<file path="config.mk">
export PLATFORM = sky130hd
export DESIGN_NAME = multiboot_fallback_reconfig
export DESIGN_NICKNAME = d
export VERILOG_FILES = /design/src/hdl/boot_ctrl_pkg.sv /design/src/hdl/multiboot_fallback_reconfig.sv /design/src/hdl/cfg_packet_decoder.sv
export SDC_FILE = /design/constraint.sdc
export NUM_CORES = 1
export LEC_CHECK = 0
export BUFFER_PORTS_ARGS = -buffer_cell sky130_fd_sc_hd__buf_2
export CORE_MARGIN = 5
export CORE_UTILIZATION = 52
export CTS_CLUSTER_SIZE = 25
export DETAILED_ROUTE_END_ITERATION = 6
export PLACE_DENSITY = 0.77
export SLEW_MARGIN = 20
export SYNTH_ARGS = -nofsm -noshare
export SYNTH_HDL_FRONTEND = slang
export SYNTH_SLANG_ARGS = --single-unit
</file>
<file path="constraint.sdc">
create_clock -name ref_clk -period 8.9 [get_ports ref_clk]
set_input_delay 1.335 -clock ref_clk [delete_from_list [all_inputs] [get_ports ref_clk]]
set_output_delay 1.335 -clock ref_clk [all_outputs]
set_load 0.05 [all_outputs]
</file>
<file path="src/hdl/boot_ctrl_pkg.sv">
package boot_ctrl_pkg;

  // ==========================================================
  // packet framing
  localparam logic [31:0] SYNC_WORD    = 32'haa99_5566;
  localparam int          HDR_TYPE_LSB = 29;
  localparam int          HDR_OP_LSB   = 27;
  localparam int          HDR_ADDR_LSB = 13;
  localparam int          HDR_CNT_W    = 11;
  localparam int          REG_ADDR_W   = 5;
  localparam logic [2:0]  HDR_TYPE1    = 3'h1;
  localparam logic [1:0]  OP_READ      = 2'h1;
  localparam logic [1:0]  OP_WRITE     = 2'h2;

  // ==========================================================
  // register indices
  localparam logic [4:0]  REG_CMD        = 5'h04;
  localparam logic [4:0]  REG_WARM_START = 5'h10;
  localparam logic [4:0]  REG_TIMER      = 5'h11;
  localparam logic [4:0]  REG_BOOT_HIST  = 5'h16;

  // ==========================================================
  // command codes and field layouts
  localparam logic [3:0]  CMD_REPROG_BITS = 4'hf;
  localparam logic [31:0] CMD_DESYNC      = 32'h0000_000d;
  localparam int          WS_RS_LSB       = 30;
  localparam int          WS_ADDR_W       = 29;
  localparam int          WS_SPI_W        = 24;
  localparam logic [7:0]  SPI_LOW_BYTE    = 8'h00;
  localparam logic [1:0]  RS_FALLBACK     = 2'h0;
  localparam logic [1:0]  RS_DRIVE_ALL    = 2'h3;
  localparam int          TMR_VAL_W       = 30;
  localparam int          TMR_CFG_MON     = 30;
  localparam int          TMR_USR_MON     = 31;
  localparam logic [31:0] WARM_START_RST  = 32'h0000_0000;
  localparam logic [31:0] TIMER_RST       = 32'h0000_0000;

  // ==========================================================
  // timing
  localparam int CLK_PERIOD_NS = 40;
  localparam int WDT_SRC_MHZ   = 65;
  localparam int WDT_PREDIV    = 256;
  localparam int WDT_TICK_CYC  =
    (WDT_PREDIV * 1000) / (WDT_SRC_MHZ * CLK_PERIOD_NS);
  localparam int CLEAR_CYC_DEF = 64;

  // ==========================================================
  // types
  typedef enum logic [1:0] {
    MODE_SERIAL_FLASH, MODE_PARALLEL_FLASH, MODE_PARALLEL_PORT, MODE_OTHER
  } cfg_mode_type;

  typedef enum logic [1:0] {
    ATT_POWERUP, ATT_REPROG, ATT_FALLBACK
  } attempt_type;

  typedef enum logic [1:0] {
    ST_CLEAR, ST_LOAD, ST_USER, ST_HALT
  } load_state_type;

  // msb to lsb layout of one history entry
  typedef struct packed {
    logic reserved;
    logic wrap_err;
    logic crc_err;
    logic device_code_mismatch_flag;
    logic watchdog_expiry_flag;
    logic reprog;
    logic fallback;
    logic valid;
  } hist_entry_type;

  localparam hist_entry_type HIST_RST = '0;

  typedef struct packed {
    logic        valid;
    logic [4:0]  addr;
    logic [31:0] data;
  } reg_wr_type;

  typedef struct packed {
    logic crc_err;
    logic id_err;
    logic wrap_err;
    logic startup_done;
  } load_evt_type;

  // bits reversed inside every byte, as on the parallel port
  function automatic logic [31:0] bit_swap(input logic [31:0] w);
    logic [31:0] r;
    r = '0;
    for (int b = 0; b < 4; b++) begin
      for (int i = 0; i < 8; i++) begin
        r[8*b+i] = w[8*b+7-i];
      end
    end
    return r;
  endfunction : bit_swap

endpackage : boot_ctrl_pkg

</file>
<file path="src/hdl/multiboot_fallback_reconfig.sv">
`timescale 1ns/1ps

// Notes on behaviour
// - watchdog is either configuration monitor or user monitor, never both.
// - timer value from a bitstream also governs later reprogram-started loads.
// - watchdog counts down through the load; zero before start-up triggers fallback.
// - watchdog ticks from a ~65 MHz source, divided, free of user clocks.
// - revision-select pins stay undriven unless a reload or fallback enables them.
// - fallback drives revision-select low in parallel flash or port mode, not serial.
// - fallback restarts from flash address zero with revision-select low.
// - reprogram acts like the program pin but keeps reconfiguration registers.
// - reprogram loads from the warm start address, otherwise from zero.
// - a command word with low four bits all ones means reprogram.
// - reprogram drives init and done low, clears, releases init, then loads.
// - warm start drives revision-select, parallel address or serial start field.
// - serial start field goes out as address bits 31..8, low byte zero.
// - revision-select from warm start except serial; start field in flash modes.
// - reprogram reload outside serial mode actively drives revision-select over any strapping.
// - a failed reprogram-loaded image falls back to the base image.
// - history is a two-entry queue; newest shifts into older, each valid-flagged.
// - fallback image carrying a reprogram command still sets its reprogram flag.
// - after good fallback newest shows fallback+valid; older keeps the error.
// - reprogram commands inside a fallback load are ignored.
// - a failed fallback stops configuration with init and done low.
// - warm start register reads zero unless the bitstream writes it.
module multiboot_fallback_reconfig
  import boot_ctrl_pkg::*;
#(
  parameter int CLEAR_CYCLES = CLEAR_CYC_DEF,
  parameter int TICK_CYCLES  = WDT_TICK_CYC
)
(
  input  logic         ref_clk,
  input  logic         nrst,
  input  logic [1:0]   mode_pins,
  input  logic         icp_valid,
  input  logic [31:0]  icp_data,
  input  logic         flash_valid,
  input  logic [31:0]  flash_data,
  input  load_evt_type load_evt,
  output logic         rd_valid,
  output logic [31:0]  rd_data,
  output logic         load_start,
  output logic [31:0]  load_addr,
  output logic [1:0]   rs_out,
  output logic [1:0]   rs_oe,
  output logic         init_n,
  output logic         done
);

  localparam logic [15:0] CLR_LAST  = 16'(CLEAR_CYCLES - 1);
  localparam logic [15:0] TICK_LAST = 16'(TICK_CYCLES - 1);

  logic [1:0]     mode_meta_reg, mode_sync_reg;
  cfg_mode_type   mode;
  reg_wr_type     wr;
  logic           rd_req;
  logic [4:0]     rd_addr;
  logic           dec_valid;
  logic [31:0]    dec_data;
  logic           internal_reprogram_cmd;
  logic           wdt_arm, wdt_fire, tick;
  logic           push_c, load_start_c;
  logic [TMR_VAL_W-1:0] tmr_val;
  hist_entry_type ent;

  logic [31:0]    warm_reg,    warm_next;
  logic [31:0]    timer_reg,   timer_next;
  load_state_type state_reg,   state_next;
  attempt_type    kind_reg,    kind_next;
  logic [15:0]    clr_cnt_reg, clr_cnt_next;
  logic [31:0]    start_ws_reg, start_ws_next;
  logic           reprog_reg,  reprog_next;
  logic           wdt_off_reg, wdt_off_next;
  hist_entry_type hist0_reg,   hist0_next;
  hist_entry_type hist1_reg,   hist1_next;
  logic [15:0]    pre_reg,     pre_next;
  logic [TMR_VAL_W-1:0] wdt_reg, wdt_next;
  logic           init_n_reg,  init_n_next;
  logic           done_reg,    done_next;
  logic [1:0]     rs_out_reg,  rs_out_next;
  logic [1:0]     rs_oe_reg,   rs_oe_next;
  logic [31:0]    addr_reg,    addr_next;
  logic           ldst_reg;
  logic           rdv_reg;
  logic [31:0]    rdd_reg,     rdd_next;

  // ==========================================================
  // mode pins come from the board, so synchronise first
  always_ff @(posedge ref_clk or negedge nrst) begin
    if (!nrst) begin
      mode_meta_reg <= '0;
      mode_sync_reg <= '0;
    end else begin
      mode_meta_reg <= mode_pins;
      mode_sync_reg <= mode_meta_reg;
    end
  end

  assign mode = cfg_mode_type'(mode_sync_reg);

  // ==========================================================
  // word source: flash during a load, user port once running
  always_comb begin
    dec_valid = 1'b0;
    dec_data  = icp_data;
    if (state_reg == ST_LOAD) begin
      dec_valid = flash_valid;
      dec_data  = flash_data;
    end else if (state_reg == ST_USER) begin
      dec_valid = icp_valid;
    end
  end

  cfg_packet_decoder u_decoder (
    .ref_clk    (ref_clk),
    .nrst       (nrst),
    .abort      (state_reg == ST_CLEAR || state_reg == ST_HALT),
    .word_valid (dec_valid),
    .word_data  (dec_data),
    .wr         (wr),
    .rd_req     (rd_req),
    .rd_addr    (rd_addr)
  );

  // null code leaves the low bits clear and so does nothing
  assign internal_reprogram_cmd = wr.valid && wr.addr == REG_CMD &&
    wr.data[3:0] == CMD_REPROG_BITS;

  // ==========================================================
  // warm start and timer registers; nrst clears both, each load start clears warm start
  always_comb begin
    warm_next  = warm_reg;
    timer_next = timer_reg;
    if (load_start_c) begin
      warm_next = WARM_START_RST;
    end
    if (wr.valid && wr.addr == REG_WARM_START) begin
      warm_next = wr.data;
    end
    if (wr.valid && wr.addr == REG_TIMER) begin
      timer_next = wr.data;
      // configuration monitoring wins when both are asked for
      if (wr.data[TMR_CFG_MON]) begin
        timer_next[TMR_USR_MON] = 1'b0;
      end
    end
  end

  always_ff @(posedge ref_clk or negedge nrst) begin
    if (!nrst) begin
      warm_reg  <= WARM_START_RST;
      timer_reg <= TIMER_RST;
    end else begin
      warm_reg  <= warm_next;
      timer_reg <= timer_next;
    end
  end

  assign tmr_val = timer_reg[TMR_VAL_W-1:0];

  // ==========================================================
  // watchdog: prescaler stands in for the divided internal clock
  assign tick     = (pre_reg == TICK_LAST);
  assign wdt_arm  = state_reg == ST_LOAD && timer_reg[TMR_CFG_MON] &&
                    !wdt_off_reg && kind_reg != ATT_FALLBACK;
  assign wdt_fire = wdt_arm && tick && wdt_reg == '0;

  always_comb begin
    pre_next = tick ? 16'h0000 : pre_reg + 16'h0001;
    wdt_next = wdt_reg;
    if (load_start_c) begin
      wdt_next = tmr_val;
    end else if (state_reg == ST_LOAD && wr.valid &&
                 wr.addr == REG_TIMER) begin
      wdt_next = wr.data[TMR_VAL_W-1:0];
    end else if (wdt_arm && tick && wdt_reg != '0) begin
      wdt_next = wdt_reg - 30'h1;
    end
  end

  always_ff @(posedge ref_clk or negedge nrst) begin
    if (!nrst) begin
      pre_reg <= '0;
      wdt_reg <= '0;
    end else begin
      pre_reg <= pre_next;
      wdt_reg <= wdt_next;
    end
  end

  // ==========================================================
  // load sequencer and boot history
  always_comb begin
    ent                           = HIST_RST;
    ent.valid                     = 1'b1;
    ent.wrap_err                  = load_evt.wrap_err;
    ent.crc_err                   = load_evt.crc_err;
    ent.device_code_mismatch_flag = load_evt.id_err;
    ent.watchdog_expiry_flag      = wdt_fire;
    ent.fallback                  = (kind_reg == ATT_FALLBACK);
    // recorded even though the command is not obeyed
    ent.reprog = reprog_reg || (internal_reprogram_cmd &&
                                kind_reg == ATT_FALLBACK);
    state_next    = state_reg;
    kind_next     = kind_reg;
    clr_cnt_next  = clr_cnt_reg;
    start_ws_next = start_ws_reg;
    reprog_next   = reprog_reg;
    wdt_off_next  = wdt_off_reg;
    hist0_next    = hist0_reg;
    hist1_next    = hist1_reg;
    push_c        = 1'b0;
    load_start_c  = 1'b0;
    case (state_reg)
      ST_CLEAR: begin
        if (clr_cnt_reg == CLR_LAST) begin
          state_next   = ST_LOAD;
          load_start_c = 1'b1;
        end else begin
          clr_cnt_next = clr_cnt_reg + 16'h0001;
        end
      end
      ST_LOAD: begin
        reprog_next = ent.reprog;
        if (ent.wrap_err || ent.crc_err || ent.watchdog_expiry_flag ||
            ent.device_code_mismatch_flag) begin
          push_c = 1'b1;
          if (kind_reg == ATT_FALLBACK) begin
            state_next = ST_HALT;
          end else begin
            state_next   = ST_CLEAR;
            kind_next    = ATT_FALLBACK;
            wdt_off_next = 1'b1;
          end
        end else if (internal_reprogram_cmd &&
                     kind_reg != ATT_FALLBACK) begin
          push_c        = 1'b1;
          state_next    = ST_CLEAR;
          kind_next     = ATT_REPROG;
          start_ws_next = warm_reg;
        end else if (load_evt.startup_done) begin
          push_c     = 1'b1;
          state_next = ST_USER;
        end
      end
      ST_USER: begin
        if (internal_reprogram_cmd) begin
          state_next    = ST_CLEAR;
          kind_next     = ATT_REPROG;
          start_ws_next = warm_reg;
          wdt_off_next  = 1'b0;
        end
      end
      default: begin
        state_next = ST_HALT;
      end
    endcase
    if (state_next == ST_CLEAR && state_reg != ST_CLEAR) begin
      clr_cnt_next = '0;
      reprog_next  = (kind_next == ATT_REPROG);
    end
    if (push_c) begin
      hist1_next = hist0_reg;
      hist0_next = ent;
    end
  end

  always_ff @(posedge ref_clk or negedge nrst) begin
    if (!nrst) begin
      state_reg    <= ST_CLEAR;
      kind_reg     <= ATT_POWERUP;
      clr_cnt_reg  <= '0;
      start_ws_reg <= WARM_START_RST;
      reprog_reg   <= 1'b0;
      wdt_off_reg  <= 1'b0;
      hist0_reg    <= HIST_RST;
      hist1_reg    <= HIST_RST;
    end else begin
      state_reg    <= state_next;
      kind_reg     <= kind_next;
      clr_cnt_reg  <= clr_cnt_next;
      start_ws_reg <= start_ws_next;
      reprog_reg   <= reprog_next;
      wdt_off_reg  <= wdt_off_next;
      hist0_reg    <= hist0_next;
      hist1_reg    <= hist1_next;
    end
  end

  // ==========================================================
  // pins toward flash and board; built from next state so they
  // line up with the state register
  always_comb begin
    init_n_next = (state_next == ST_LOAD || state_next == ST_USER);
    done_next   = (state_next == ST_USER);
    rs_oe_next  = 2'b00;
    rs_out_next = 2'b00;
    addr_next   = '0;
    if (state_next == ST_CLEAR || state_next == ST_LOAD) begin
      if (kind_next == ATT_FALLBACK) begin
        if (mode == MODE_PARALLEL_FLASH || mode == MODE_PARALLEL_PORT) begin
          rs_oe_next  = RS_DRIVE_ALL;
          rs_out_next = RS_FALLBACK;
        end
      end else if (kind_next == ATT_REPROG) begin
        if (mode != MODE_SERIAL_FLASH) begin
          rs_oe_next  = RS_DRIVE_ALL;
          rs_out_next = start_ws_next[WS_RS_LSB +: 2];
        end
        if (mode == MODE_PARALLEL_FLASH) begin
          addr_next = {3'b000, start_ws_next[WS_ADDR_W-1:0]};
        end else if (mode == MODE_SERIAL_FLASH) begin
          // images there must open with 256 dummy bytes
          addr_next = {start_ws_next[WS_SPI_W-1:0], SPI_LOW_BYTE};
        end
      end
    end
  end

  // ==========================================================
  // readback of registers; unmapped indices answer zero
  always_comb begin
    rdd_next = rdd_reg;
    if (rd_req) begin
      if (rd_addr == REG_BOOT_HIST) begin
        rdd_next = bit_swap({16'h0000, hist1_reg, hist0_reg});
      end else if (rd_addr == REG_WARM_START) begin
        rdd_next = bit_swap(warm_reg);
      end else if (rd_addr == REG_TIMER) begin
        rdd_next = bit_swap(timer_reg);
      end else begin
        rdd_next = '0;
      end
    end
  end

  always_ff @(posedge ref_clk or negedge nrst) begin
    if (!nrst) begin
      init_n_reg <= 1'b0;
      done_reg   <= 1'b0;
      rs_oe_reg  <= 2'b00;
      rs_out_reg <= 2'b00;
      addr_reg   <= '0;
      ldst_reg   <= 1'b0;
      rdv_reg    <= 1'b0;
      rdd_reg    <= '0;
    end else begin
      init_n_reg <= init_n_next;
      done_reg   <= done_next;
      rs_oe_reg  <= rs_oe_next;
      rs_out_reg <= rs_out_next;
      addr_reg   <= addr_next;
      ldst_reg   <= load_start_c;
      rdv_reg    <= rd_req;
      rdd_reg    <= rdd_next;
    end
  end

  assign init_n     = init_n_reg;
  assign done       = done_reg;
  assign rs_oe      = rs_oe_reg;
  assign rs_out     = rs_out_reg;
  assign load_addr  = addr_reg;
  assign load_start = ldst_reg;
  assign rd_valid   = rdv_reg;
  assign rd_data    = rdd_reg;
endmodule : multiboot_fallback_reconfig

</file>
<file path="src/hdl/cfg_packet_decoder.sv">
`timescale 1ns/1ps

module cfg_packet_decoder
  import boot_ctrl_pkg::*;
(
  input  logic        ref_clk,
  input  logic        nrst,
  input  logic        abort,
  input  logic        word_valid,
  input  logic [31:0] word_data,
  output reg_wr_type  wr,
  output logic        rd_req,
  output logic [4:0]  rd_addr
);

  logic                 synced_reg, synced_next;
  logic [HDR_CNT_W-1:0] cnt_reg,    cnt_next;
  logic [1:0]           op_reg,     op_next;
  logic [4:0]           addr_reg,   addr_next;
  reg_wr_type           wr_reg,     wr_next;
  logic                 rd_reg,     rd_next;
  logic [4:0]           rda_reg,    rda_next;
  logic [31:0]          w;

  assign w = bit_swap(word_data);

  // ==========================================================
  // sync, header and payload tracking
  always_comb begin
    synced_next = synced_reg;
    cnt_next    = cnt_reg;
    op_next     = op_reg;
    addr_next   = addr_reg;
    wr_next     = '0;
    rd_next     = 1'b0;
    rda_next    = rda_reg;
    if (abort) begin
      synced_next = 1'b0;
      cnt_next    = '0;
    end else if (word_valid) begin
      if (!synced_reg) begin
        synced_next = (w == SYNC_WORD);
      end else if (cnt_reg != '0) begin
        cnt_next = cnt_reg - 11'd1;
        if (op_reg == OP_WRITE) begin
          wr_next.valid = 1'b1;
          wr_next.addr  = addr_reg;
          wr_next.data  = w;
          if (addr_reg == REG_CMD && w == CMD_DESYNC) begin
            synced_next = 1'b0;
          end
        end
      end else if (w[HDR_TYPE_LSB +: 3] == HDR_TYPE1) begin
        op_next   = w[HDR_OP_LSB +: 2];
        addr_next = w[HDR_ADDR_LSB +: REG_ADDR_W];
        if (w[HDR_OP_LSB +: 2] == OP_READ) begin
          // reads answer one word and consume no payload
          rd_next  = 1'b1;
          rda_next = w[HDR_ADDR_LSB +: REG_ADDR_W];
        end else begin
          cnt_next = w[HDR_CNT_W-1:0];
        end
      end
    end
  end

  always_ff @(posedge ref_clk or negedge nrst) begin
    if (!nrst) begin
      synced_reg <= 1'b0;
      cnt_reg    <= '0;
      op_reg     <= '0;
      addr_reg   <= '0;
      wr_reg     <= '0;
      rd_reg     <= 1'b0;
      rda_reg    <= '0;
    end else begin
      synced_reg <= synced_next;
      cnt_reg    <= cnt_next;
      op_reg     <= op_next;
      addr_reg   <= addr_next;
      wr_reg     <= wr_next;
      rd_reg     <= rd_next;
      rda_reg    <= rda_next;
    end
  end

  assign wr      = wr_reg;
  assign rd_req  = rd_reg;
  assign rd_addr = rda_reg;

endmodule : cfg_packet_decoder

</file>
Word level (Yosys, flattened, before mapping)
Index checks and enable logic that the tools add are counted.

Register bits after elaboration: 316. Input bits: 74. Output and inout port bits: 72. Word-level logic and storage cells: 207.

Reductions and logical operators: 46. Equality and inequality tests: 31. $add $sub $neg: 4. Multiplexer cells: 81. Bitwise logic cells: 2.

Operators with widths (number): 32-bit two-way mux (14); 38-bit two-way mux (5); 30-bit two-way mux (3); 11-bit two-way mux (6); 16-bit two-way mux (4); 32-bit case mux with 2 select lines (1); 2-bit two-way mux (19); 16-bit by 1-bit adder with 16-bit output (second input constant) (2); 32-bit == test (second input constant) (1); 32-bit by 4-bit == test with 1-bit output (second input constant) (1); 30-bit zero test (1); 30-bit nonzero test (1); 30-bit by 1-bit subtractor with 30-bit output (second input constant) (1); 1-bit two-way mux (26); 5-bit == test (second input constant) (5); 16-bit by 6-bit == test with 1-bit output (second input constant) (1); 16-bit by 7-bit == test with 1-bit output (second input constant) (1); 1-bit logical AND (16); 2-bit nonzero test (8); 2-bit == test (second input constant) (7); 11-bit nonzero test (1); 11-bit by 1-bit subtractor with 11-bit output (second input constant) (1); 2-bit by 1-bit == test with 1-bit output (second input constant) (5); 5-bit by 3-bit == test with 1-bit output (second input constant) (2); other kinds (17) (32).

Longest topological paths before layout
Gate-level depths: netlist of the first run.

Depth in word-level cells: 15. Gate-level depth with buffers: 15. Mapped depth without buffers: 14.

Modules after synthesis
From an unflattened synthesis of the first run, not the netlist that was laid out.

Cells, all modules: 1472. Area total of the unflattened synthesis: 15077.0 µm².

By module, submodules not included: multiboot_fallback_reconfig (instances 1, seq. area each 6306.0 µm², area an instance 12244.2 µm², cells an instance 1234); cfg_packet_decoder (instances 1, seq. area each 1576.5 µm², area an instance 2832.7 µm², cells an instance 238).

Least setup slack after synthesis of the first run
Ideal clock, no wire load.

Path kind: reg-to-reg. Start point: register state_reg[1]. End point: register addr_reg[14], in the netlist load_addr[14]. Path buffers: 6. Period minus slack after synthesis: 3.393 ns. Stages on the path, launching flop included: 13. Arrival time: 3.256 ns. Path slack: 5.507 ns. Cells stage by stage: dfrtp_1 inv_1 ha_1 buf_2 buf_2 buf_2 buf_1 buf_1 a311oi_1 ha_1 o2111ai_2 buf_4 o22ai_1.

Longest elaborated chain between the ends: 15. Elaborated cells on any way between the ends: 30. Those cells by class: eq/ne (5); mux (15); reduce/logical (10).

RTL lines: start, declared (RTL line multiboot_fallback_reconfig.sv:69) `load_state_type state_reg, state_next;`; start signal, assigned (RTL line multiboot_fallback_reconfig.sv:280) `state_reg <= state_next;`; 2-bit by 1-bit == test with 1-bit output (RTL line multiboot_fallback_reconfig.sv:165, multiboot_fallback_reconfig.sv:215); 1-bit logical AND (2 in a row) (RTL line multiboot_fallback_reconfig.sv:165) `assign wdt_arm = state_reg == ST_LOAD && timer_reg[TMR_CFG_MON] &&`; 1-bit logical AND (RTL line multiboot_fallback_reconfig.sv:166) `!wdt_off_reg && kind_reg != ATT_FALLBACK;`; 1-bit logical AND (2 in a row) (RTL line multiboot_fallback_reconfig.sv:167) `assign wdt_fire = wdt_arm && tick && wdt_reg == '0;`; 1-bit logical OR (2 in a row) (RTL line multiboot_fallback_reconfig.sv:226) `if (ent.wrap_err || ent.crc_err || ent.watchdog_expiry_flag ||`; 32-bit two-way mux (RTL line multiboot_fallback_reconfig.sv:226); 32-bit case mux with 2 select lines (RTL line multiboot_fallback_reconfig.sv:215) `case (state_reg)`; 32-bit two-way mux (RTL line multiboot_fallback_reconfig.sv:313) `end else if (mode == MODE_SERIAL_FLASH) begin`; 32-bit two-way mux (RTL line multiboot_fallback_reconfig.sv:311) `if (mode == MODE_PARALLEL_FLASH) begin`; 32-bit two-way mux (RTL line multiboot_fallback_reconfig.sv:306) `end else if (kind_next == ATT_REPROG) begin`; 32-bit two-way mux (RTL line multiboot_fallback_reconfig.sv:301) `if (kind_next == ATT_FALLBACK) begin`; 32-bit two-way mux (*) (RTL line multiboot_fallback_reconfig.sv:300) `if (state_next == ST_CLEAR || state_next == ST_LOAD) begin`; net addr_next[14] (RTL line multiboot_fallback_reconfig.sv:83) `logic [31:0] addr_reg, addr_next;`; end signal, assigned (RTL line multiboot_fallback_reconfig.sv:353) `addr_reg <= addr_next;`; end, declared (RTL line multiboot_fallback_reconfig.sv:83).

The timed path passes the listed nets; every way through them passes the cells marked *. The select of a mux whose other input is x is not followed. A chain may end at the register's enable or synchronous reset.

Worst setup path in the final report of the first run
Start point: register state_reg[1]. End point: register clr_cnt_reg[8].

Longest elaborated chain between the ends: 14. Elaborated cells on any way between the ends: 23. Those cells by class: eq/ne (3); mux (7); reduce/logical (13).

RTL lines: 2-bit by 1-bit == test with 1-bit output (RTL line multiboot_fallback_reconfig.sv:165, multiboot_fallback_reconfig.sv:215); 1-bit logical AND (2 in a row) (RTL line multiboot_fallback_reconfig.sv:165); 1-bit logical AND (RTL line multiboot_fallback_reconfig.sv:166); 1-bit logical AND (2 in a row) (RTL line multiboot_fallback_reconfig.sv:167); 1-bit logical OR (2 in a row) (RTL line multiboot_fallback_reconfig.sv:226); 2-bit two-way mux (RTL line multiboot_fallback_reconfig.sv:226); 2-bit case mux with 3 select lines (RTL line multiboot_fallback_reconfig.sv:215); 2-bit zero test (RTL line multiboot_fallback_reconfig.sv:259) `if (state_next == ST_CLEAR && state_reg != ST_CLEAR) begin`; 1-bit logical AND (RTL line multiboot_fallback_reconfig.sv:259); 2-bit by 1-bit != test with 1-bit output (no line) / 2-bit nonzero test (equally long branches); 2-bit AND reduction (no line); end signal, assigned (RTL line multiboot_fallback_reconfig.sv:282) `clr_cnt_reg <= clr_cnt_next;`; end, declared (RTL line multiboot_fallback_reconfig.sv:71) `logic [15:0] clr_cnt_reg, clr_cnt_next;`.

Parallel ways exist; a longest one is shown, timed or not.

==> results of run 1 <==
[layout by cell type (no fill, tap or decap), types with 11 or more instances in the layout]
| cell type | instances |
|---|---|
| dfrtp_1 | 314 |
| nor2_1 | 163 |
| buf_2 | 144 |
| nand2_1 | 136 |
| nand3_1 | 92 |
| a21oi_1 | 87 |
| mux2_2 | 71 |
| inv_1 | 69 |
| o21ai_0 | 66 |
| a22oi_1 | 40 |
| mux2i_1 | 31 |
| clkbuf_16 | 31 |
| nor3_1 | 28 |
| o22ai_1 | 24 |
| nor4_1 | 22 |
| nand4_1 | 19 |
| xnor2_1 | 17 |
| xor2_1 | 17 |
| buf_4 | 17 |
| or3_1 | 16 |
| ha_1 | 14 |
| a31oi_1 | 13 |
| nor2b_1 | 12 |
| a211oi_1 | 11 |
[worst paths after layout]
path,from,to,cells past startpoint
min reg2reg,mode_meta_reg[0]$_DFF_PN0_,mode[0]$_DFF_PN0_,0
max,state_reg[1]$_DFF_PN0_,clr_cnt_reg[8]$_DFFE_PN0P_,15
min in group asynchronous,nrst,rd_data[20]$_DFFE_PN0P_,1
min,mode_meta_reg[0]$_DFF_PN0_,mode[0]$_DFF_PN0_,0
max in group asynchronous,nrst,warm_reg[2]$_DFFE_PN0P_,2
max reg2reg,state_reg[1]$_DFF_PN0_,clr_cnt_reg[8]$_DFFE_PN0P_,15
[cell type report]
class | instances | area [sq um] | area share, %
Multi-Input combinational cell | 1006 | 6250 | 37.1
Clock inverter | 15 | 163 | 0.966
Sequential cell | 315 | 7880 | 46.8
Tap cell | 378 | 473 | 2.81
Clock buffer | 41 | 903 | 5.37
Inverter | 70 | 263 | 1.56
Timing Repair Buffer | 164 | 902 | 5.36
[power by group through the flow]
| stage | combinational (mW) | sequential, mW | clock, mW |
|---|---|---|---|
| finish | 0.493 | 1.51 | 1.36 |
| global route | 0.538 | 1.52 | 1.43 |
| CTS | 0.470 | 1.51 | 1.37 |
| detailed placement | 0.466 | 1.54 | 0 |
| global placement | 0.458 | 1.53 | 0 |
| floorplan | 0.308 | 1.54 | 0 |
[critical path, cell delays in order, from the launching register on]
cell and delay (ns):
dfrtp_1 0.44, inv_1 0.11, ha_2 0.16, buf_4 0.55, and3b_1 0.32, nand3_1 0.13, or4_1 0.71, nand4_1 0.16
a22oi_1 0.09, a311oi_1 0.38, ha_1 0.46, nand2b_1 0.36, nand2_1 0.22, o21ai_0 0.10, nand2_1 0.07, o21ai_0 0.08
[stage by stage]
step           instance area, sq um  cells  hold slack (ns)
4_1_cts                       16800   1988            0.350
2_1_floorplan                 14700   1471            0.331
3_5_place_dp                  15700   1932            0.338
5_1_grt                       16800   1989            0.365
3_3_place_gp                  15700   1932            0.334
6_report                      16800   1989            0.350
[metal layers]
| layer | up-vias | part of all wire, % | global-route usage (%) | wire (microns) |
|---|---|---|---|---|
| li1 | 5460 | - | - | - |
| met1 | 5826 | 43 | 36.3 | 17000 |
| met2 | 499 | 46 | 37.5 | 18000 |
| met3 | 74 | 8.2 | 3.94 | 3230 |
| met4 | 2 | 2.8 | 7.41 | 1110 |
| met5 | - | 0.033 | 0 | 13 |
[logic make-up after synthesis]
family	after synthesis	synth area share, %
XOR/XNOR	34	2.03
flip-flops	315	53.6
AND/OR/NAND/NOR	552	18.2
buffers and inverters	150	4.09
adder cells (fa/ha/maj)	15	1.28
multiplexers	104	7.70
AO/OA/AOI/OAI	301	13.1
==> metrics.yaml, run 1 <==
rows: 61
viasPerCell: 5.96
synth_cell_types: 70
syn_to_final_growth_pct: 14.5
rrSetupSlack_ns: 4.43
fmax_ghz: 0.224
max_cap_violations: 0
period_share_pct: 50.2
yosysTopAreaCellShare_pct: 53.6
ys_ff_latch: 315
pwr-share-clk_pct: 40.4
fp.dieW_microns: 178
syn_area_sq_mm: 0.0147
switching_share_pct: 27.7
min_period_ns: 4.47
slew_violations: 0
worst_slack_ns: 4.43
wl_per_cell_microns: 19.8
leakage_nw: 8.47
final-setup-viol-count: 0
coreArea_sq_mm: 0.0279
synthMostInstantiatedCell: "dfrtp_1"
ctsResizeCount: 0
drc_errors: 0
syn_area_per_cell_sq_um: 9.99
grt_start_max_net_pins: 118
path_clk_slew_ns: 0.06
rsz0062_at_grt: "no"
p_int_mw: 2.43
skew_ns: 0.0121
startpoint_type: "flip-flop"
dp_slack_ns: 4.26
initial_core_util_pct: 52.8
synth_ff_type: "dfrtp_1"
gp_congestion: 0.898
status: "finished, final reports clean"
clock-root-buffer: "clkbuf_16"
synth_nets: 1560
drt-total-wl_microns: 39300
grt_usage_pct: 24.5
clock_latency_ns: 0.55
postCtsSetupBuffers: 0
dieArea_sq_mm: 0.0317
power.switching_mw: 0.933
critPathRequiredTime_ns: 9.33
n_antenna_cell: 0
tritoncts: "built"
die_y_microns: 178
cp_max_fo: 58
largest_reg_flops: 38
crit_type: "flip-flop to flip-flop"
antenna_left: 0
drtIter0Drc: 1295
synthTopCellsByArea: "dfrtp_1 54%, mux2_2 5.4%, nor2_1 4.2%"
yosysSeqAreaShare_pct: 53.6
ys_top_cells_by_count: "315 x dfrtp_1, 164 x nor2_1, 136 x nand2_1, 92 x nand3_1, 87 x a21oi_1"
htree_levels: 1
finalPower_mw: 3.36
nNetsFinal: 1677
p_comb_share_pct: 14.7
drt-pass1-iter-count: 7
worstPathArrival_ns: 4.89
async_flop_share_pct: 100
end_kind: "flip-flop"
synth_top_area_cell: "dfrtp_1"
io_buffers: 145
p_seq_share_pct: 45.0
fillCellCount: 2310
num_vias: 11900
io_pins: 146
drive_gt1_share_pct: 19.4
yosys_warnings: 0
hold_class: "flip-flop to flip-flop"
hold_viol: 0
overflow: 0
slew_headroom_pct: 28.7
syn_inst: 1471
grt_pass1_vias: 11600
clock_sinks: 315
worstMarginPinSlew_ns: 1.06
final_util_pct: 60.4
place_hpwl_microns: 27500
cellPowerDensity_mw_per_mm2: 200
irDropWorstVdd_uv: 158
cts_buffers: 31
grt_pass1_wl_microns: 62300
grt_antenna_before_repair: 1
clock_path_buffers: 3
synth_edf_count: 0
setup_tns_ns: 0
holdBufCountCts: 0
No activity file was read; power rests on OpenSTA's default activity.
==> run 2: changes to the inputs <==
==> constraint.sdc (replaced) <==
create_clock -name ref_clk -period 4.51 [get_ports ref_clk]
set_input_delay 0.6765 -clock ref_clk [delete_from_list [all_inputs] [get_ports ref_clk]]
set_output_delay 0.6765 -clock ref_clk [all_outputs]
set_load 0.05 [all_outputs]
==> run 2 against run 1 <==
  * Sequential power grew 98%
  * Fmax grew 12%
  * Count of clock-buffer cells in the layout grew 8
  * Die area is the same
  * Core utilization grew 0.43 points
  * Critical path type unchanged
  * Non-clock buffer count grew 11
  * Total power grew 100%
  * Routed wire length grew 1.3%
  * Clock power grew 110%
  * Setup slack lost 3.9 ns
==> metrics.yaml, run 2 (synthesis results as in run 1) <==
status: "finished, final reports clean"
antenna_left: 0  # unchanged
power.switching_mw: 1.84  # +98%
grt_antenna_before_repair: 1  # unchanged
pwr-share-clk_pct: 41.3  # +0.9 points
slew_headroom_pct: 27.3  # -1.4 points
syn_to_final_growth_pct: 15.3
cellPowerDensity_mw_per_mm2: 399  # +100%
io_buffers: 145  # unchanged
drc_errors: 0  # unchanged
coreArea_sq_mm: 0.0279  # unchanged
fillCellCount: 2258  # -2.3%
viasPerCell: 6.02  # +0.92%
path_clk_slew_ns: 0.06  # about the same
slew_violations: 0  # unchanged
fmax_ghz: 0.251  # +12%
largest_reg_flops: 38  # unchanged
post-place-cells: 1943  # +0.57%
initial_core_util_pct: 52.8  # unchanged
grt_pass1_vias: 11900  # +2.3%
startpoint_type: "flip-flop"
slowest_delay_ns: 0.69  # -0.02 ns
final_common_cell: "dfrtp_1"
place_hpwl_microns: 28100  # +2.1%
min_period_ns: 3.99  # -0.476 ns
end_kind: "flip-flop"
setup_tns_ns: 0  # unchanged
mostFrequentLayoutCells: "314 x dfrtp_1, 163 x nor2_1, 145 x buf_2"
n_antenna_cell: 0  # unchanged
placed_area_sq_mm: 0.0158  # +0.60%
hold_viol: 0  # unchanged
clock-root-buffer: "clkbuf_16"
dp_slack_ns: 0.645  # -3.61 ns
p_seq_share_pct: 44.2  # -0.8 points
period_share_pct: 88.5  # +38 points
rsz0062_at_grt: "no"
worstPathArrival_ns: 4.37  # -0.52 ns
clock_sinks: 315  # unchanged
final-setup-viol-count: 0  # unchanged
clock_latency_ns: 0.50  # -0.05 ns
cts_buffers: 34  # +9.7%
fp.dieW_microns: 178  # unchanged
final_util_pct: 60.9  # +0.43 points
p_int_mw: 4.92  # +100%
overflow: 0  # unchanged
drtIter0Drc: 1407  # +8.6%
grt_pass1_wl_microns: 63900  # +2.5%
grt_usage_pct: 25.2  # +0.65 points
p_comb_share_pct: 14.5  # -0.2 points
hold_class: "primary input to asynchronous set/reset pin"
htree_levels: 2  # +1
cp_max_fo: 12  # -79%
drt-pass1-iter-count: 6  # -1
max_cap_violations: 0  # unchanged
critPathRequiredTime_ns: 4.89  # -4.44 ns
crit_type: "flip-flop to flip-flop"
num_vias: 12100  # +1.7%
clock_path_buffers: 3  # unchanged
final_area_sq_mm: 0.0170  # +0.71%
die_y_microns: 178  # unchanged
skew_ns: 0.0166  # +0.00445 ns
gp_congestion: 0.923  # +2.8%
irDropWorstVdd_uv: 246  # +56%
holdBufCountCts: 0  # unchanged
switching_share_pct: 27.3  # -0.47 points
ctsResizeCount: 0  # unchanged
drive_gt1_share_pct: 19.7  # +0.36 points
nNetsFinal: 1691  # +0.83%
drt-total-wl_microns: 39900  # +1.3%
dieArea_sq_mm: 0.0317  # unchanged
io_pins: 146  # unchanged
grt_start_max_net_pins: 123  # +4.2%
worstMarginPinSlew_ns: 1.09  # +0.0261 ns
postCtsSetupBuffers: 0  # unchanged
crit_path_cell_trace: "nor4_1 > nand4_1 > buf_4 > or4_1 > nand4_1 > a22oi_1 > a311oi_1 > ha_1 > nand2b_1 > nand2_1 > o21ai_0 > nand2_1 > o41ai_1"
tritoncts: "built"
worst_slack_ns: 0.521  # -3.91 ns
fin_cells: 2005  # +0.80%
cp_slowest_cell: "or4_1"
wl_per_cell_microns: 19.9  # +0.48%
leakage_nw: 8.55  # +0.95%
rows: 61  # unchanged
==> run 2: changes by cell type in the layout (fill, tap and decap cells not counted), sizes merged <==
cell	change
buf	+11
clkbuf	+8
clkinv	-2
clkinvlp	-2
inv	+1
==> run 2: layout make-up <==
type / instances / area (sq um) / share of cell area [%]
timing repair buffer: 175 / 971 / 5.73
inverter: 70 / 263 / 1.55
clock buffer: 49 / 988 / 5.83
clock inverter: 12 / 139 / 0.819
multi-input combinational: 1006 / 6240 / 36.8
sequential: 315 / 7880 / 46.5
tap: 378 / 473 / 2.79
==> run 2: critical path, delay by kind of cell, from the launching register on <==
family	cells	cell delay [ns]
simple gates	7	2.11
compound gates	4	0.69
fa+ha+maj	1	0.44
flops	1	0.43
buf+inv	1	0.19
==> run 2: per-stage QoR <==
step	hold WS, ns	power, mW
2_1_floorplan	0.331	3.65
3_3_place_gp	0.338	3.96
3_5_place_dp	0.336	3.98
4_1_cts	0.267	6.78
5_1_grt	0.267	7.00
6_report	0.271	6.76
==> run 2: metal layers <==
metal	track usage [%]	part of all wire, %	vias up
met2	40.2	47	536
met5	0	0.033	-
met1	35.9	42	5940
met3	4.49	8.1	97
met4	6.61	2.8	2
li1	-	-	5491
==> run 2: worst paths after layout <==
kind	from	to	slack [ns]	cells after the start
min in group ref_clk	mode_pins[1]	mode_meta_reg[1]$_DFF_PN0_	0.28	1
worst max register to register	wdt_reg[18]$_DFFE_PN0P_	clr_cnt_reg[7]$_DFFE_PN0P_	0.52	13
worst min-delay path	nrst	load_start$_DFF_PN0_	0.27	1
worst max-delay path	wdt_reg[18]$_DFFE_PN0P_	clr_cnt_reg[7]$_DFFE_PN0P_	0.52	13
max in group asynchronous	nrst	pre_reg[1]$_DFF_PN0_	3.20	2
worst min register to register	mode_meta_reg[1]$_DFF_PN0_	mode[1]$_DFF_PN0_	0.35	0
==> run 2: power by group through the flow <==
stage / sequential (mW) / combinational [mW] / clock (mW)
CTS: 2.98 / 0.964 / 2.83
floorplan: 3.04 / 0.608 / 0
global placement: 3.03 / 0.929 / 0
finish: 2.99 / 0.977 / 2.79
detailed placement: 3.03 / 0.952 / 0
global route: 3.00 / 1.05 / 2.95
==> run 3: changes to the inputs <==
--- a/config.mk
+++ b/config.mk
@@ -5,12 +5,13 @@
 export SDC_FILE = /design/constraint.sdc
 export NUM_CORES = 1
 export LEC_CHECK = 0
+export ABC_AREA = 1
 export BUFFER_PORTS_ARGS = -buffer_cell sky130_fd_sc_hd__buf_2
 export CORE_MARGIN = 5
 export CORE_UTILIZATION = 52
 export CTS_CLUSTER_SIZE = 25
 export DETAILED_ROUTE_END_ITERATION = 6
-export PLACE_DENSITY = 0.77
+export PLACE_DENSITY = 0.74
 export SLEW_MARGIN = 20
 export SYNTH_ARGS = -nofsm -noshare
 export SYNTH_HDL_FRONTEND = slang
==> constraint.sdc (replaced) <==
create_clock -name ref_clk -period 3.53 [get_ports ref_clk]
set_input_delay 0.5295 -clock ref_clk [delete_from_list [all_inputs] [get_ports ref_clk]]
set_output_delay 0.5295 -clock ref_clk [all_outputs]
set_load 0.05 [all_outputs]
==> run 3 against run 2 <==
  * Sequential power rose by 21%
  * Clock power is 26% higher
  * Non-clock buffer count rose by 8
  * Fmax grew 23%
  * Clock skew is 0.010 ns higher
  * Routed wire length grew 23%
  * Synthesized cell count increased by 52%
  * Global-route usage grew 2.0 points
  * Setup slack worse by 0.23 ns
  * Die area rose by 14%
  * Critical path type unchanged
  * Largest power group unchanged
==> metrics.yaml, run 3 <==
drive_gt1_share_pct: 11.7  # -8.0 points
drt-pass1-iter-count: 5  # -1
drc_errors: 0  # unchanged
syn_inst: 2231  # +52%
worstMarginPinSlew_ns: 1.05  # -0.0360 ns
path_clk_slew_ns: 0.06  # about the same
grt_antenna_before_repair: 0  # -1
yosysSeqAreaShare_pct: 46.9  # -6.7 points
final-setup-viol-count: 0  # unchanged
crit_top_cell: "inv_1"
synth_cell_types: 49  # -30%
cp_max_fo: 36  # +24
cp_top_family: "buffers and inverters"
synthMostInstantiatedCell: "nand2_1"
clock-root-buffer: "clkbuf_16"
ys_ff_latch: 315  # unchanged
syn_area_per_cell_sq_um: 7.53  # -25%
dp_slack_ns: 0.268  # -0.378 ns
nNetsFinal: 2440  # +44%
min_period_ns: 3.24  # -0.750 ns
grt_usage_pct: 27.1  # +2.0 points
hold_viol: 0  # unchanged
synthXorXnorAreaFrac_pct: 1.51  # -0.51 points
clock_sinks: 315  # unchanged
cp_num_buf_inv: 7  # +6
synthTopCellsByArea: "dfrtp_1 47%, nand2_1 11%, inv_1 7.9%"
htree_levels: 2  # unchanged
hold_class: "primary input to asynchronous set/reset pin"
gp_congestion: 0.996  # +7.9%
synthAdderAreaFrac_pct: 1.12  # -0.16 points
drt-total-wl_microns: 49100  # +23%
critPathRequiredTime_ns: 3.92  # -0.97 ns
finalPower_mw: 7.36  # +8.9%
crit_type: "flip-flop to flip-flop"
holdWs_ns: 0.0419  # -0.229 ns
end_kind: "flip-flop"
irDropWorstVdd_uv: 271  # +10%
synth_mux_area_share_pct: 1.44  # -6.3 points
antenna_left: 0  # unchanged
startpoint_type: "flip-flop"
period_share_pct: 91.8  # +3.3 points
synthSimpleGateAreaFrac_pct: 24.8  # +6.6 points
fmax_ghz: 0.309  # +23%
cellPowerDensity_mw_per_mm2: 386  # -3.1%
dieArea_sq_mm: 0.0360  # +14%
synth_compound_gate_area_share_pct: 13.6  # +0.50 points
initial_core_util_pct: 53.0  # +0.23 points
tritoncts: "built"
skew_ns: 0.0267  # +0.0102 ns
worstPathArrival_ns: 3.63  # -0.74 ns
cp_slowest_cell: "dfrtp_1"
place_hpwl_microns: 35500  # +26%
clock_latency_ns: 0.54  # +0.04 ns
synth_ff_type: "dfrtp_1"
leakage_nw: 9.89  # +16%
final_common_cell: "nand2_1"
slew_headroom_pct: 29.7  # +2.4 points
final_area_sq_mm: 0.0191  # +12%
synth_edf_count: 0  # unchanged
io_buffers: 145  # unchanged
yosys_warnings: 0  # unchanged
async_flop_share_pct: 100  # unchanged
fp.dieW_microns: 190  # +6.5%
slew_violations: 0  # unchanged
rows: 65  # +6.6%
yosysTopAreaCellShare_pct: 46.9  # -6.7 points
crit_path_cell_trace: "inv_1 > ha_2 > buf_4 > inv_2 > a21oi_1 > inv_1 > o21ai_0 > inv_1 > ha_1 > nand2_1 > inv_1 > nor2_2 > inv_1 > nand3_1 > o21ai_0"
slowest_delay_ns: 0.44  # -0.25 ns
grt_pass1_vias: 15500  # +30%
placed_area_sq_mm: 0.0179  # +13%
grt_pass1_wl_microns: 79700  # +25%
synth_top_area_cell: "dfrtp_1"
grt_start_max_net_pins: 97  # -21%
coreArea_sq_mm: 0.0317  # +14%
viasPerCell: 5.61  # -6.7%
syn_area_sq_mm: 0.0168  # +14%
mostFrequentLayoutCells: "490 x nand2_1, 352 x inv_1, 314 x dfrtp_1"
n_antenna_cell: 0  # unchanged
max_cap_violations: 0  # unchanged
drtIter0Drc: 1438  # +2.2%
num_vias: 15600  # +29%
largest_reg_flops: 38  # unchanged
clock_path_buffers: 3  # unchanged
ys_top_cells_by_count: "490 x nand2_1, 352 x inv_1, 315 x dfrtp_1, 229 x o21ai_0, 214 x nor2_1"
syn_to_final_growth_pct: 13.5
die_y_microns: 190  # +6.5%
status: "finished, final reports clean"
synth_top_family_by_area: "simple AND/OR/NAND/NOR gates"
cts_buffers: 36  # +5.9%
synth_nets: 2320  # +49%
io_pins: 146  # unchanged
worst_slack_ns: 0.291  # -0.230 ns
overflow: 0  # unchanged
wl_per_cell_microns: 17.7  # -11%
==> run 3: power breakdown <==
group          total [mW]  switching [mW]  leakage (nW)  internal [mW]
Sequential           3.62        0.000726          4.26           3.61
Clock                3.51            1.47         0.547           2.04
Combinational       0.235           0.165          5.08         0.0695
Total                7.36            1.64          9.89           5.73
==> run 3: metal layers <==
metal / vias up / GRT usage [%] / share of wire [%]
met2: 701 / 43.2 / 45
met3: 109 / 5.21 / 8.3
li1: 7408 / - / -
met5: - / 0 / 0
met4: 0 / 10.6 / 3.9
met1: 7371 / 37.0 / 42
==> run 3: path summary, 6_finish.rpt <==
kind / from / to / slack, ns / cells after the start
setup / recovery: state_reg[1]$_DFF_PN0_ / clr_cnt_reg[15]$_DFFE_PN0P_ / 0.29 / 15
hold / removal: nrst / load_start$_DFF_PN0_ / 0.04 / 1
setup reg to reg: state_reg[1]$_DFF_PN0_ / clr_cnt_reg[15]$_DFFE_PN0P_ / 0.29 / 15
hold reg to reg: mode_meta_reg[1]$_DFF_PN0_ / mode[1]$_DFF_PN0_ / 0.34 / 0
max in group asynchronous: nrst / load_addr[6]$_DFF_PN0_ / 2.57 / 2
min in group ref_clk: mode_pins[0] / mode_meta_reg[0]$_DFF_PN0_ / 0.11 / 1
==> run 3: cell families (layout without fill, tap and decap cells) <==
family | count (synthesis) | count (layout)
compound gates | 407 | 407
xor+xnor | 29 | 29
fa+ha+maj | 15 | 15
buf+inv | 460 | 604
flops | 315 | 315
mux | 24 | 24
simple gates | 981 | 981
==> run 3: timing repair <==
item,4_1_cts,5_1_grt
gates resized for setup,0,1
setup endpoints to repair,0,3
buffers inserted,0,0
hold buffers,0,0
endpoints found under the hold margin,0,0
==> run 3: final cells by class <==
type,count,area [sq um]
fill,2810,12700
sequential,315,7880
multi-input combinational,1456,7160
inverter,359,1350
timing repair buffer,183,1060
clock buffer,54,1040
tap,402,503
clock inverter,8,77.6
==> run 3: per-stage QoR <==
stage | TNS, ns | util, % | instances
2_1_floorplan | 0 | - | 2231
3_3_place_gp | 0 | 56.6 | 2715
3_5_place_dp | 0 | 56.6 | 2715
4_1_cts | 0 | 60.1 | 2777
5_1_grt | -0.0111 | 60.1 | 2777
6_report | 0 | 60.1 | 2777
